$ cat src/shared/dcsr_pkg.sv
// Constants and carrier types for the dual channel serial readout.
// Assumes a 200 MHz system clock; link pins are synchronised in the core.
package dcsr_pkg;

	// ----------------------------------------
	// Frame layout
	// ----------------------------------------
	localparam int WORD_BITS = 16;
	localparam int FRAME_BITS = 32;
	localparam logic [5:0] FRAME_BITS_CNT = 6'h20;
	localparam logic [5:0] WORD_BITS_CNT = 6'h10;

	// ----------------------------------------
	// Timing and reset values
	// ----------------------------------------
	localparam int CLK_SYS_MHZ = 200;
	localparam int SCLK_BASE_NS = 20;
	localparam int SCLK_HALF_CYC = (SCLK_BASE_NS * CLK_SYS_MHZ) / 2000;
	localparam logic [7:0] SCLK_HALF_CNT = 8'(SCLK_HALF_CYC);
	localparam logic [5:0] BITCNT_RST = 6'h00;
	localparam logic [31:0] SHIFT_RST = 32'h0000_0000;
	localparam logic [1:0] SYNC_RST = 2'h3;

	// ----------------------------------------
	// Carriers
	// ----------------------------------------
	typedef struct packed {
		logic clockSourceSelect;
		logic portTypeSelect;
		logic channelOrderA;
		logic invertSclk;
		logic invertSync;
		logic [1:0] clockDividerSelect;
	} dcsr_cfg_type;

	typedef struct packed {
		logic [15:0] chanA;
		logic [15:0] chanB;
	} dcsr_result_type;

	typedef enum logic [1:0] {
		M_IDLE,
		M_SHIFT,
		M_GAP
	} dcsr_mstate_type;

endpackage

$ cat src/hdl/dcsr_serial_port.sv
// Serial result output port: master and slave readout of two 16-bit words.
// Assumes results arrive from the converter core on clk_sys with strobes;
// link pins (sclk, cs, rd, chain) come from outside and are synchronised.
//
// Function
// - Low source select: device makes serial clock
// - Master drives frame strobe; both polarities invertible
// - Master data changes on the falling clock edge, stable at the rising edge
// - Read-mode pin picks after/during conversion output
// - Master after-conversion: busy held until 32 bits
// - Divider inputs slow master clock after conversion
// - Master during-conversion: strobe drops after each LSB
// - High source select: external clock used
// - Slave clock gated; data only when selected
// - Slave after-conversion: 32 bits MSB first
// - Slave after-conversion: chain input follows data
// - Chain sampled opposite edge to shifting
// - Slave during-conversion: previous result, 32 bits
// - Slave during-conversion: incomplete read at conversion end pulses error
// - Serial port used when port select high
// - Order select: A first high, B low
// - Channel A word updated after B done
// - Outputs released when select or read high
`timescale 1ns/1ps

module dcsr_serial_port
(
	input wire logic clk_sys,
	input wire logic rst_n,
	input wire logic clkEn,
	input wire dcsr_pkg::dcsr_cfg_type cfg,
	input wire logic convBusyCore,
	input wire logic convDone,
	input wire logic chanBDone,
	input wire dcsr_pkg::dcsr_result_type result,
	input wire logic sclkIn,
	input wire logic csN,
	input wire logic rdN,
	input wire logic read_mode_or_chain_in,
	output logic sclkOut,
	output logic sclkOutEnN,
	output logic syncOut,
	output logic serial_data_out,
	output logic serialDataEnN,
	output logic busy,
	output logic read_overrun_pulse
);

	// ----------------------------------------
	// Pin synchronisers
	// ----------------------------------------
	logic [3:0] syncA_ff, syncB_ff;
	always_ff @(posedge clk_sys or negedge rst_n)
	begin
		if (!rst_n)
		begin
			syncA_ff <= {dcsr_pkg::SYNC_RST, 2'h0};
			syncB_ff <= {dcsr_pkg::SYNC_RST, 2'h0};
		end
		else if (clkEn)
		begin
			syncA_ff <= {csN, rdN, sclkIn, read_mode_or_chain_in};
			syncB_ff <= syncA_ff;
		end
	end
	logic csS, rdS, sclkS, chainS, sclkPrev_ff;
	assign {csS, rdS, sclkS, chainS} = syncB_ff;

	logic master, duringMode, selected, rise, fall;
	assign master = ~cfg.clockSourceSelect;
	assign duringMode = chainS;
	assign selected = cfg.portTypeSelect & ~csS & ~rdS;
	// Slave clock edges only count while selected; stray edges are ignored
	assign rise = selected & sclkS & ~sclkPrev_ff;
	assign fall = selected & ~sclkS & sclkPrev_ff;

	// ----------------------------------------
	// Result latch
	// ----------------------------------------
	// Channel A is parked here and joins a frame only when B is done
	logic [15:0] pendA_ff;
	always_ff @(posedge clk_sys or negedge rst_n)
	begin
		if (!rst_n)
			pendA_ff <= 16'h0000;
		else if (clkEn && convDone)
			pendA_ff <= result.chanA;
	end

	// Built from the arriving B word, so the load costs no extra cycle
	logic [31:0] frame;
	assign frame = cfg.channelOrderA ? {pendA_ff, result.chanB}
		: {result.chanB, pendA_ff};

	// ----------------------------------------
	// Shifter
	// ----------------------------------------
	dcsr_pkg::dcsr_mstate_type mState_ff;
	logic [31:0] shift_ff;
	logic [5:0] bitCnt_ff;
	logic [7:0] divCnt_ff;
	logic [7:0] halfLen;
	logic sclkInt_ff, syncInt_ff, pending_ff, holdBusy_ff, mTick;
	assign halfLen = 8'(dcsr_pkg::SCLK_HALF_CNT << cfg.clockDividerSelect);
	assign mTick = (divCnt_ff == 8'h00);

	always_ff @(posedge clk_sys or negedge rst_n)
	begin
		if (!rst_n)
			sclkPrev_ff <= 1'b0;
		else if (clkEn)
			sclkPrev_ff <= sclkS;
	end

	always_ff @(posedge clk_sys or negedge rst_n)
	begin
		if (!rst_n)
			divCnt_ff <= 8'h00;
		else if (clkEn)
			divCnt_ff <= (mTick || mState_ff == dcsr_pkg::M_IDLE)
				? halfLen - 8'h01 : divCnt_ff - 8'h01;
	end

	// Frame pending: set by a new result, cleared when all 32 bits go out
	logic frameDone;
	assign frameDone = (bitCnt_ff == dcsr_pkg::FRAME_BITS_CNT);
	always_ff @(posedge clk_sys or negedge rst_n)
	begin
		if (!rst_n)
			pending_ff <= 1'b0;
		else if (clkEn)
		begin
			if (chanBDone) // Set wins over clear
				pending_ff <= 1'b1;
			else if (frameDone)
				pending_ff <= 1'b0;
		end
	end

	// Overrun: in slave during mode, a new conversion ends with the previous frame partly read
	always_ff @(posedge clk_sys or negedge rst_n)
	begin
		if (!rst_n)
			read_overrun_pulse <= 1'b0;
		else if (clkEn)
			read_overrun_pulse <= ~master & duringMode & chanBDone
				& pending_ff & (bitCnt_ff != 6'h00);
	end

	always_ff @(posedge clk_sys or negedge rst_n)
	begin
		if (!rst_n)
		begin
			mState_ff <= dcsr_pkg::M_IDLE;
			shift_ff <= dcsr_pkg::SHIFT_RST;
			bitCnt_ff <= dcsr_pkg::BITCNT_RST;
			sclkInt_ff <= 1'b0;
			syncInt_ff <= 1'b0;
		end
		else if (clkEn)
		begin
			// A new result aborts any frame; a finished one keeps its
			// count so later slave edges are refused until the next load
			if (chanBDone)
			begin
				bitCnt_ff <= dcsr_pkg::BITCNT_RST;
				shift_ff <= frame;
				mState_ff <= dcsr_pkg::M_IDLE;
				syncInt_ff <= 1'b0;
				sclkInt_ff <= 1'b0;
			end
			else if (master)
			begin
				case (mState_ff)
				dcsr_pkg::M_IDLE:
					// Start once a frame waits; during mode waits for busy
					if (pending_ff && cfg.portTypeSelect
						&& (!duringMode || convBusyCore))
					begin
						mState_ff <= dcsr_pkg::M_SHIFT;
						syncInt_ff <= 1'b1;
					end
				dcsr_pkg::M_SHIFT:
					if (mTick)
					begin
						sclkInt_ff <= ~sclkInt_ff;
						// Shift on the falling edge so data is stable
						// around the rising edge and a full period wide
						if (sclkInt_ff)
						begin
							shift_ff <= {shift_ff[30:0], 1'b0};
							bitCnt_ff <= bitCnt_ff + 6'h01;
							if (bitCnt_ff[3:0] == 4'hF)
							begin
								syncInt_ff <= 1'b0;
								mState_ff <= dcsr_pkg::M_GAP;
							end
						end
					end
				dcsr_pkg::M_GAP:
					if (frameDone)
						mState_ff <= dcsr_pkg::M_IDLE;
					else if (mTick)
					begin
						syncInt_ff <= 1'b1;
						mState_ff <= dcsr_pkg::M_SHIFT;
					end
				default:
					mState_ff <= dcsr_pkg::M_IDLE;
				endcase
			end
			else
			begin
				mState_ff <= dcsr_pkg::M_IDLE;
				if (fall && !frameDone)
				begin
					// Chain input enters behind our own bits
					shift_ff <= {shift_ff[30:0],
						duringMode ? 1'b0 : chainS};
					bitCnt_ff <= bitCnt_ff + 6'h01;
				end
			end
		end
	end

	// Chain bit caught on the rising edge, opposite to the shift edge
	logic chainLatch_ff;
	always_ff @(posedge clk_sys or negedge rst_n)
	begin
		if (!rst_n)
			chainLatch_ff <= 1'b0;
		else if (clkEn && rise)
			chainLatch_ff <= chainS;
	end

	// ----------------------------------------
	// Busy and pins
	// ----------------------------------------
	always_ff @(posedge clk_sys or negedge rst_n)
	begin
		if (!rst_n)
			holdBusy_ff <= 1'b0;
		else if (clkEn)
			holdBusy_ff <= master & ~duringMode & pending_ff
				& cfg.portTypeSelect;
	end
	assign busy = convBusyCore | holdBusy_ff;

	always_ff @(posedge clk_sys or negedge rst_n)
	begin
		if (!rst_n)
		begin
			serial_data_out <= 1'b0;
			sclkOut <= 1'b0;
			syncOut <= 1'b0;
		end
		else if (clkEn)
		begin
			// After the frame, a chained slave passes upstream data on
			serial_data_out <= (frameDone && !master)
				? chainLatch_ff : shift_ff[31];
			sclkOut <= sclkInt_ff ^ cfg.invertSclk;
			syncOut <= syncInt_ff ^ cfg.invertSync;
		end
	end
	assign serialDataEnN = ~selected;
	assign sclkOutEnN = ~(master & selected);

endmodule

$ cat config.mk
export PLATFORM = sky130hd
export DESIGN_NAME = dcsr_serial_port
export DESIGN_NICKNAME = d
export VERILOG_FILES = /design/src/shared/dcsr_pkg.sv /design/src/hdl/dcsr_serial_port.sv
export SDC_FILE = /design/constraint.sdc
export NUM_CORES = 1
export LEC_CHECK = 0
export BUFFER_PORTS_ARGS = -buffer_cell sky130_fd_sc_hd__buf_4
export CAP_MARGIN = 20
export CORE_MARGIN = 3
export CORE_UTILIZATION = 53
export CTS_BUF_LIST = sky130_fd_sc_hd__clkbuf_16
export CTS_CLUSTER_SIZE = 30
export DETAILED_ROUTE_END_ITERATION = 10
export PLACE_DENSITY = 0.77
export SETUP_SLACK_MARGIN = 0.05
export SYNTH_ARGS = -nofsm -noshare
export SYNTH_HDL_FRONTEND = slang
export SYNTH_SLANG_ARGS = --single-unit
$ cat constraint.sdc
create_clock -name clk_sys -period 2.86 [get_ports clk_sys]
set_clock_uncertainty 0.1 [all_clocks]
set_input_delay 0.429 -clock clk_sys [delete_from_list [all_inputs] [get_ports clk_sys]]
set_output_delay 0.429 -clock clk_sys [all_outputs]
set_load 0.05 [all_outputs]
==> results.yml, run 1 <==
cells_and_area:
  n_antenna_cell: 0
  drive_gt1_frac: 0.234
  multi_input_area_um2: 2150
  final_common_cell: "dfrtp_1"
  syn_to_final_growth_pct: 17.2
  final_cell_mix: "78 x dfrtp_1, 62 x buf_4, 53 x nand2_1"
  register_area_um2: 2060
  nNetsFinal: 557
  fin_area_um2: 5140
  nFillCells: 636
global_route:
  grt_pass1_wl_mm: 14.9
  grt_usage: 0.190
  grt_pass1_vias: 3289
  antenna_found_initial: 0
  grt_overflow: 0
  grt_start_max_net_pins: 66
yosys:
  ys_warn_count: 0
  synthTopCellsByArea: "dfrtp_1 45%, mux2i_1 8.0%, mux2_2 6.7%, a21oi_1 4.9%, o21ai_0 4.8%"
  synth_seq_cells: 82
  yosys.area.top_type: "dfrtp_1"
  synthArstFlopShare: 1.00
  ys_types: 53
  syn_nets: 516
  synth_seq_area_share: 0.469
  synth.avg_cell_area_um2: 9.55
  synth_area_um2: 4380
  yosys_most_used_dff: "dfrtp_1"
  synth_cells: 459
  synth_edf_count: 0
  yosysTopAreaCellShare: 0.445
timing:
  fin_setup_tns_ns: 0
  final-setup-viol-count: 0
  max_slew_margin: 0.515
  worst_pin_slew_ns: 0.726
  rsz0062_at_grt: "no"
  slew_violations: 0
  clock.fmax_mhz: 413
  hold_violations: 0
  min_period_ns: 2.42
  fin_crit_sh: 0.847
route:
  drtIter0Drc: 157
  vias: 3390
  first_pass_iters: 4
  wl_per_cell_um: 14.5
  drc: 0
  wl_mm: 8.80
  detail-route-antenna-nets: 0
  viasPerCell: 5.59
critical_path:
  cp-end-kind: "register"
  r2r_slack_ns: 0.44
  start_kind: "register"
  max_stage_delay_ns: 0.41
  crit_required_ns: 2.99
  path_delay_family: "compound AO/OA/AOI/OAI gates"
  critPathMaxFanout: 10
  worst-path-buf-inv: 1
  worstSetupPathType: "register to register"
  crit_chain: "inv_1 > ha_2 > a31oi_1 > nor3_1 > a21oi_1 > ha_1 > nand2_1 > a211oi_2 > nand3_1 > a221oi_1"
  slowest_stage: "dfrtp_1"
  critical_path_arrival_ns: 2.55
placed_design:
  dp_hpwl_mm: 6.17
  io_buffers: 55
  placed_area_um2: 4840
  place.gp.congestion: 0.890
power:
  power_density_nw_per_um2: 641
  ir_drop_mv: 0.440
  leakage_nw: 2.36
clock_network:
  post_cts_buffers: 0
  cts.sinks: 82
  cts_hold_buf: 0
  cts_buffers: 9
  clk_pin_slew_ns: 0.06
  clock_latency_ns: 0.33
  root_buffer: "clkbuf_16"
  clock_path_buffers: 2
  cts_tree: "built"
  h-tree-depth: 3
job:
  cap_violations: 0
floorplanning:
  core.rowCount: 32
  core_area_um2: 7890
  dieArea_um2: 9400
  ios: 56
  initial_core_util: 0.556
  die_x_um: 96.9
  die_h_um: 96.9
min_path:
  hold_path.class: "primary input to async pin"
outcome:
  outcome: "completed"
layer usage:
metal | up-vias | track usage | share of wire
met5 | - | 0 | 0
met4 | 0 | 0.0400 | 0.0080
met2 | 67 | 0.324 | 0.50
li1 | 1693 | - | -
met1 | 1621 | 0.246 | 0.46
met3 | 9 | 0.0483 | 0.036
path summary, 6_finish.rpt:
path | endpoint | depth (start not counted) | startpoint
max reg2reg | divCnt_ff[6] | 10 | mState_ff[1]
max | divCnt_ff[6] | 10 | mState_ff[1]
min reg2reg | holdBusy_ff | 2 | holdBusy_ff
min | divCnt_ff[2] | 1 | rst_n
max in group asynchronous | syncB_ff[3] | 2 | rst_n
min in group clk_sys | pendA_ff[3] | 2 | result[19]
Yosys cell counts (4+ instances only):
cell type and instances:
dfrtp_1 78, nand2_1 53, nor2_1 46, a21oi_1 43, o21ai_0 42, mux2i_1 35
mux2_2 26, clkbuf_1 18, inv_1 13, buf_2 8, ha_1 8, nand3_1 7
nor3_1 5, a21o_1 4, dfstp_2 4, nand4_1 4, or3_1 4
power by group:
group / switching (mW) / internal [mW]
Combinational: 0.349 / 0.303
Clock: 0.463 / 0.676
Sequential: 0.145 / 1.36
logic make-up (layout without fill, tap and decap cells):
kind of cell / Yosys count / count (layout) / share of synthesized area
adder cells (fa/ha/maj): 8 / 8 / 0.0228
XOR/XNOR: 2 / 2 / 0.00400
AO/OA/AOI/OAI: 122 / 122 / 0.165
flip-flops: 82 / 82 / 0.469
AND/OR/NAND/NOR: 139 / 139 / 0.147
multiplexers: 61 / 61 / 0.147
buffers and inverters: 45 / 90 / 0.0451
registers in the layout, summed over array words and instances, names as in the netlist:
register	flops
pendA_ff	16
sclkInt_ff	1
chainLatch_ff	1
sclkPrev_ff	1
sclkOut	1
serial_data_out	1
syncA_ff	4
shift_ff	32
syncB_ff	4
divCnt_ff	8
syncInt_ff	1
read_overrun_pulse	1
holdBusy_ff	1
bitCnt_ff	6
pending_ff	1
syncOut	1
mState_ff	2
worst register-to-register path, cell delays in order (launching register included):
cell and delay, ns:
dfrtp_1 0.41, inv_1 0.10, ha_2 0.24, a31oi_1 0.21, nor3_1 0.07, a21oi_1 0.13, ha_1 0.30, nand2_1 0.11
a211oi_2 0.23, nand3_1 0.11, a221oi_1 0.30
cell type report:
class / count / area share
clock buffers: 9 / 0.0438
flip-flops and latches: 82 / 0.400
inverters: 13 / 0.00950
multi-input cells: 332 / 0.418
clock inverters: 6 / 0.0129
well taps: 102 / 0.0248
repair buffers: 62 / 0.0906
per-stage QoR:
| step | cells | power, mW | util | hold slack (ns) | worst slack [ns] |
|---|---|---|---|---|---|
| after floorplan | 459 | 1.96 | - | 0.0334 | 0.228 |
| after global placement | 591 | 2.14 | 0.613 | 0.356 | 0.394 |
| after detailed placement | 591 | 2.18 | 0.613 | 0.359 | 0.262 |
| after CTS | 606 | 3.32 | 0.650 | 0.0414 | 0.257 |
| after global routing | 606 | 3.48 | 0.651 | 0.0666 | 0.144 |
| final | 606 | 3.29 | 0.651 | 0.0100 | 0.438 |
timing repair:
action / 4_1_cts / 5_1_grt
resized for setup: 0 / 2
setup endpoints to repair: 0 / 1
hold endpoints to repair: 0 / 0
Power figures use the tool's default switching activity.
==> inputs of run 2 (changes only) <==
- clock period: 2.86 -> 2.3 ns (I/O delays scaled with it)
==> results.yml, run 2 (synthesized netlist as in run 1, its figures left out) <==
cells_and_area:
  nFillCells: 604
  drive_gt1_frac: 0.273
  n_antenna_cell: 0
  top_register: "shift_ff"
  final_cell_mix: "76 x dfrtp_1, 73 x buf_4, 52 x nand2_1"
  final_common_cell: "dfrtp_1"
  top_regs: "shift_ff (32), pendA_ff (16), divCnt_ff (8)"
  nNetsFinal: 572
  syn_to_final_growth_pct: 22.6
  fin_cells: 622
  largest_register_ffs: 32
timing:
  whs_ns: 0.141
  fin_crit_sh: 0.943
  fin_setup_tns_ns: 0
  clock.fmax_mhz: 461
  final-setup-viol-count: 0
  min_period_ns: 2.17
  hold_violations: 0
  worst_pin_slew_ns: 0.578
  slew_violations: 0
  max_slew_margin: 0.615
  setup_ws_ns: 0.130
  rsz0062_at_grt: "no"
route:
  wl_mm: 9.83
  vias: 3603
  drtIter0Drc: 214
  viasPerCell: 5.79
  first_pass_iters: 5
  wl_per_cell_um: 15.8
  drc: 0
  detail-route-antenna-nets: 0
placed_design:
  dp.cells: 600
  place.gp.congestion: 0.882
  dp_hpwl_mm: 6.64
  dp_slack_ns: -0.0451
  io_buffers: 55
floorplanning:
  core.rowCount: 32
  die_h_um: 96.9
  die_x_um: 96.9
  ios: 56
  initial_core_util: 0.556
  core_area_um2: 7890
  dieArea_um2: 9400
global_route:
  antenna_found_initial: 0
  grt_usage: 0.211
  grt_pass1_vias: 3571
  grt_start_max_net_pins: 46
  grt_overflow: 0
  grt_pass1_wl_mm: 16.6
min_path:
  hp-start: "result[21]"
  hold_path.class: "primary input to register"
clock_network:
  h-tree-depth: 3
  clock_latency_ns: 0.33
  clock_path_buffers: 2
  clk_pin_slew_ns: 0.06
  cts_buffers: 9
  root_buffer: "clkbuf_16"
  cts.sinks: 82
  cts_tree: "built"
critical_path:
  critPathMaxFanout: 6
  r2r_slack_ns: 0.13
  start_kind: "register"
  critical_path_arrival_ns: 2.32
  crit_required_ns: 2.45
  cp-end-kind: "register"
  worstSetupPathType: "register to register"
  worstReg2RegStart: "bitCnt_ff[0]"
  startpoint: "bitCnt_ff[0]"
power:
  power_density_nw_per_um2: 797
  ir_drop_mv: 0.454
  leakage_nw: 2.46
job:
  cap_violations: 0
outcome:
  outcome: "completed"
-- run 2: changes by cell type in the layout (fill, tap and decap cells not counted), sizes merged --
cell         delta
buf            +13
bufinv          +1
dlygate4sd3     +1
o221ai          +1
-- run 2: worst paths after layout --
path	cells after the start	end
setup / recovery	7	bitCnt_ff[5]
max in group asynchronous	3	syncB_ff[3]
hold reg to reg	2	holdBusy_ff
setup reg to reg	7	bitCnt_ff[5]
hold / removal	2	pendA_ff[5]
min in group asynchronous	2	divCnt_ff[4]
-- run 2: metal layers --
metal	global-route usage	up-vias	share of wire
li1	-	1729	-
met1	0.285	1750	0.44
met2	0.347	106	0.50
met3	0.0346	18	0.043
met4	0.0713	0	0.016
met5	0	-	0
-- run 2: metrics by stage --
stage	util	cell area (µm²)	total power, mW
after floorplan	-	4440	2.47
after global placement	0.629	4960	2.71
after detailed placement	0.629	4960	2.76
after CTS	0.672	5300	4.28
after global routing	0.681	5370	4.51
final	0.681	5370	4.28
-- run 2: power by group --
group,total [mW],switching (mW),internal [mW],leakage (nW)
clock,1.50,0.562,0.941,0.162
sequential,1.87,0.182,1.69,1.01
combinational,0.908,0.481,0.427,1.29
-- run 2: final cells by class --
type	count	area, µm²	share of cell area
Timing Repair Buffer	76	598	0.111
Tap cell	102	128	0.0238
Clock buffer	9	225	0.0419
Multi-Input combinational cell	333	2230	0.415
Sequential cell	82	2060	0.383
Inverter	13	48.8	0.00908
Clock inverter	7	86.3	0.0161
-- run 2: timing repair --
item | 4_1_cts | 5_1_grt
buffers inserted | 2 | 2
endpoints found under the hold margin | 42 | 0
setup endpoints to repair | 1 | 8
hold buffers | 1 | 0
resized for setup | 0 | 10
pin swaps | 1 | 5
cloned | 0 | 1
-- run 2: critical path: stages, from the launching register on --
cell,delay [ns]
dfrtp_1,0.40
inv_1,0.08
ha_1,0.21
nor4b_2,0.17
a211oi_2,0.35
o221ai_4,0.23
or3_1,0.40
a21oi_1,0.15
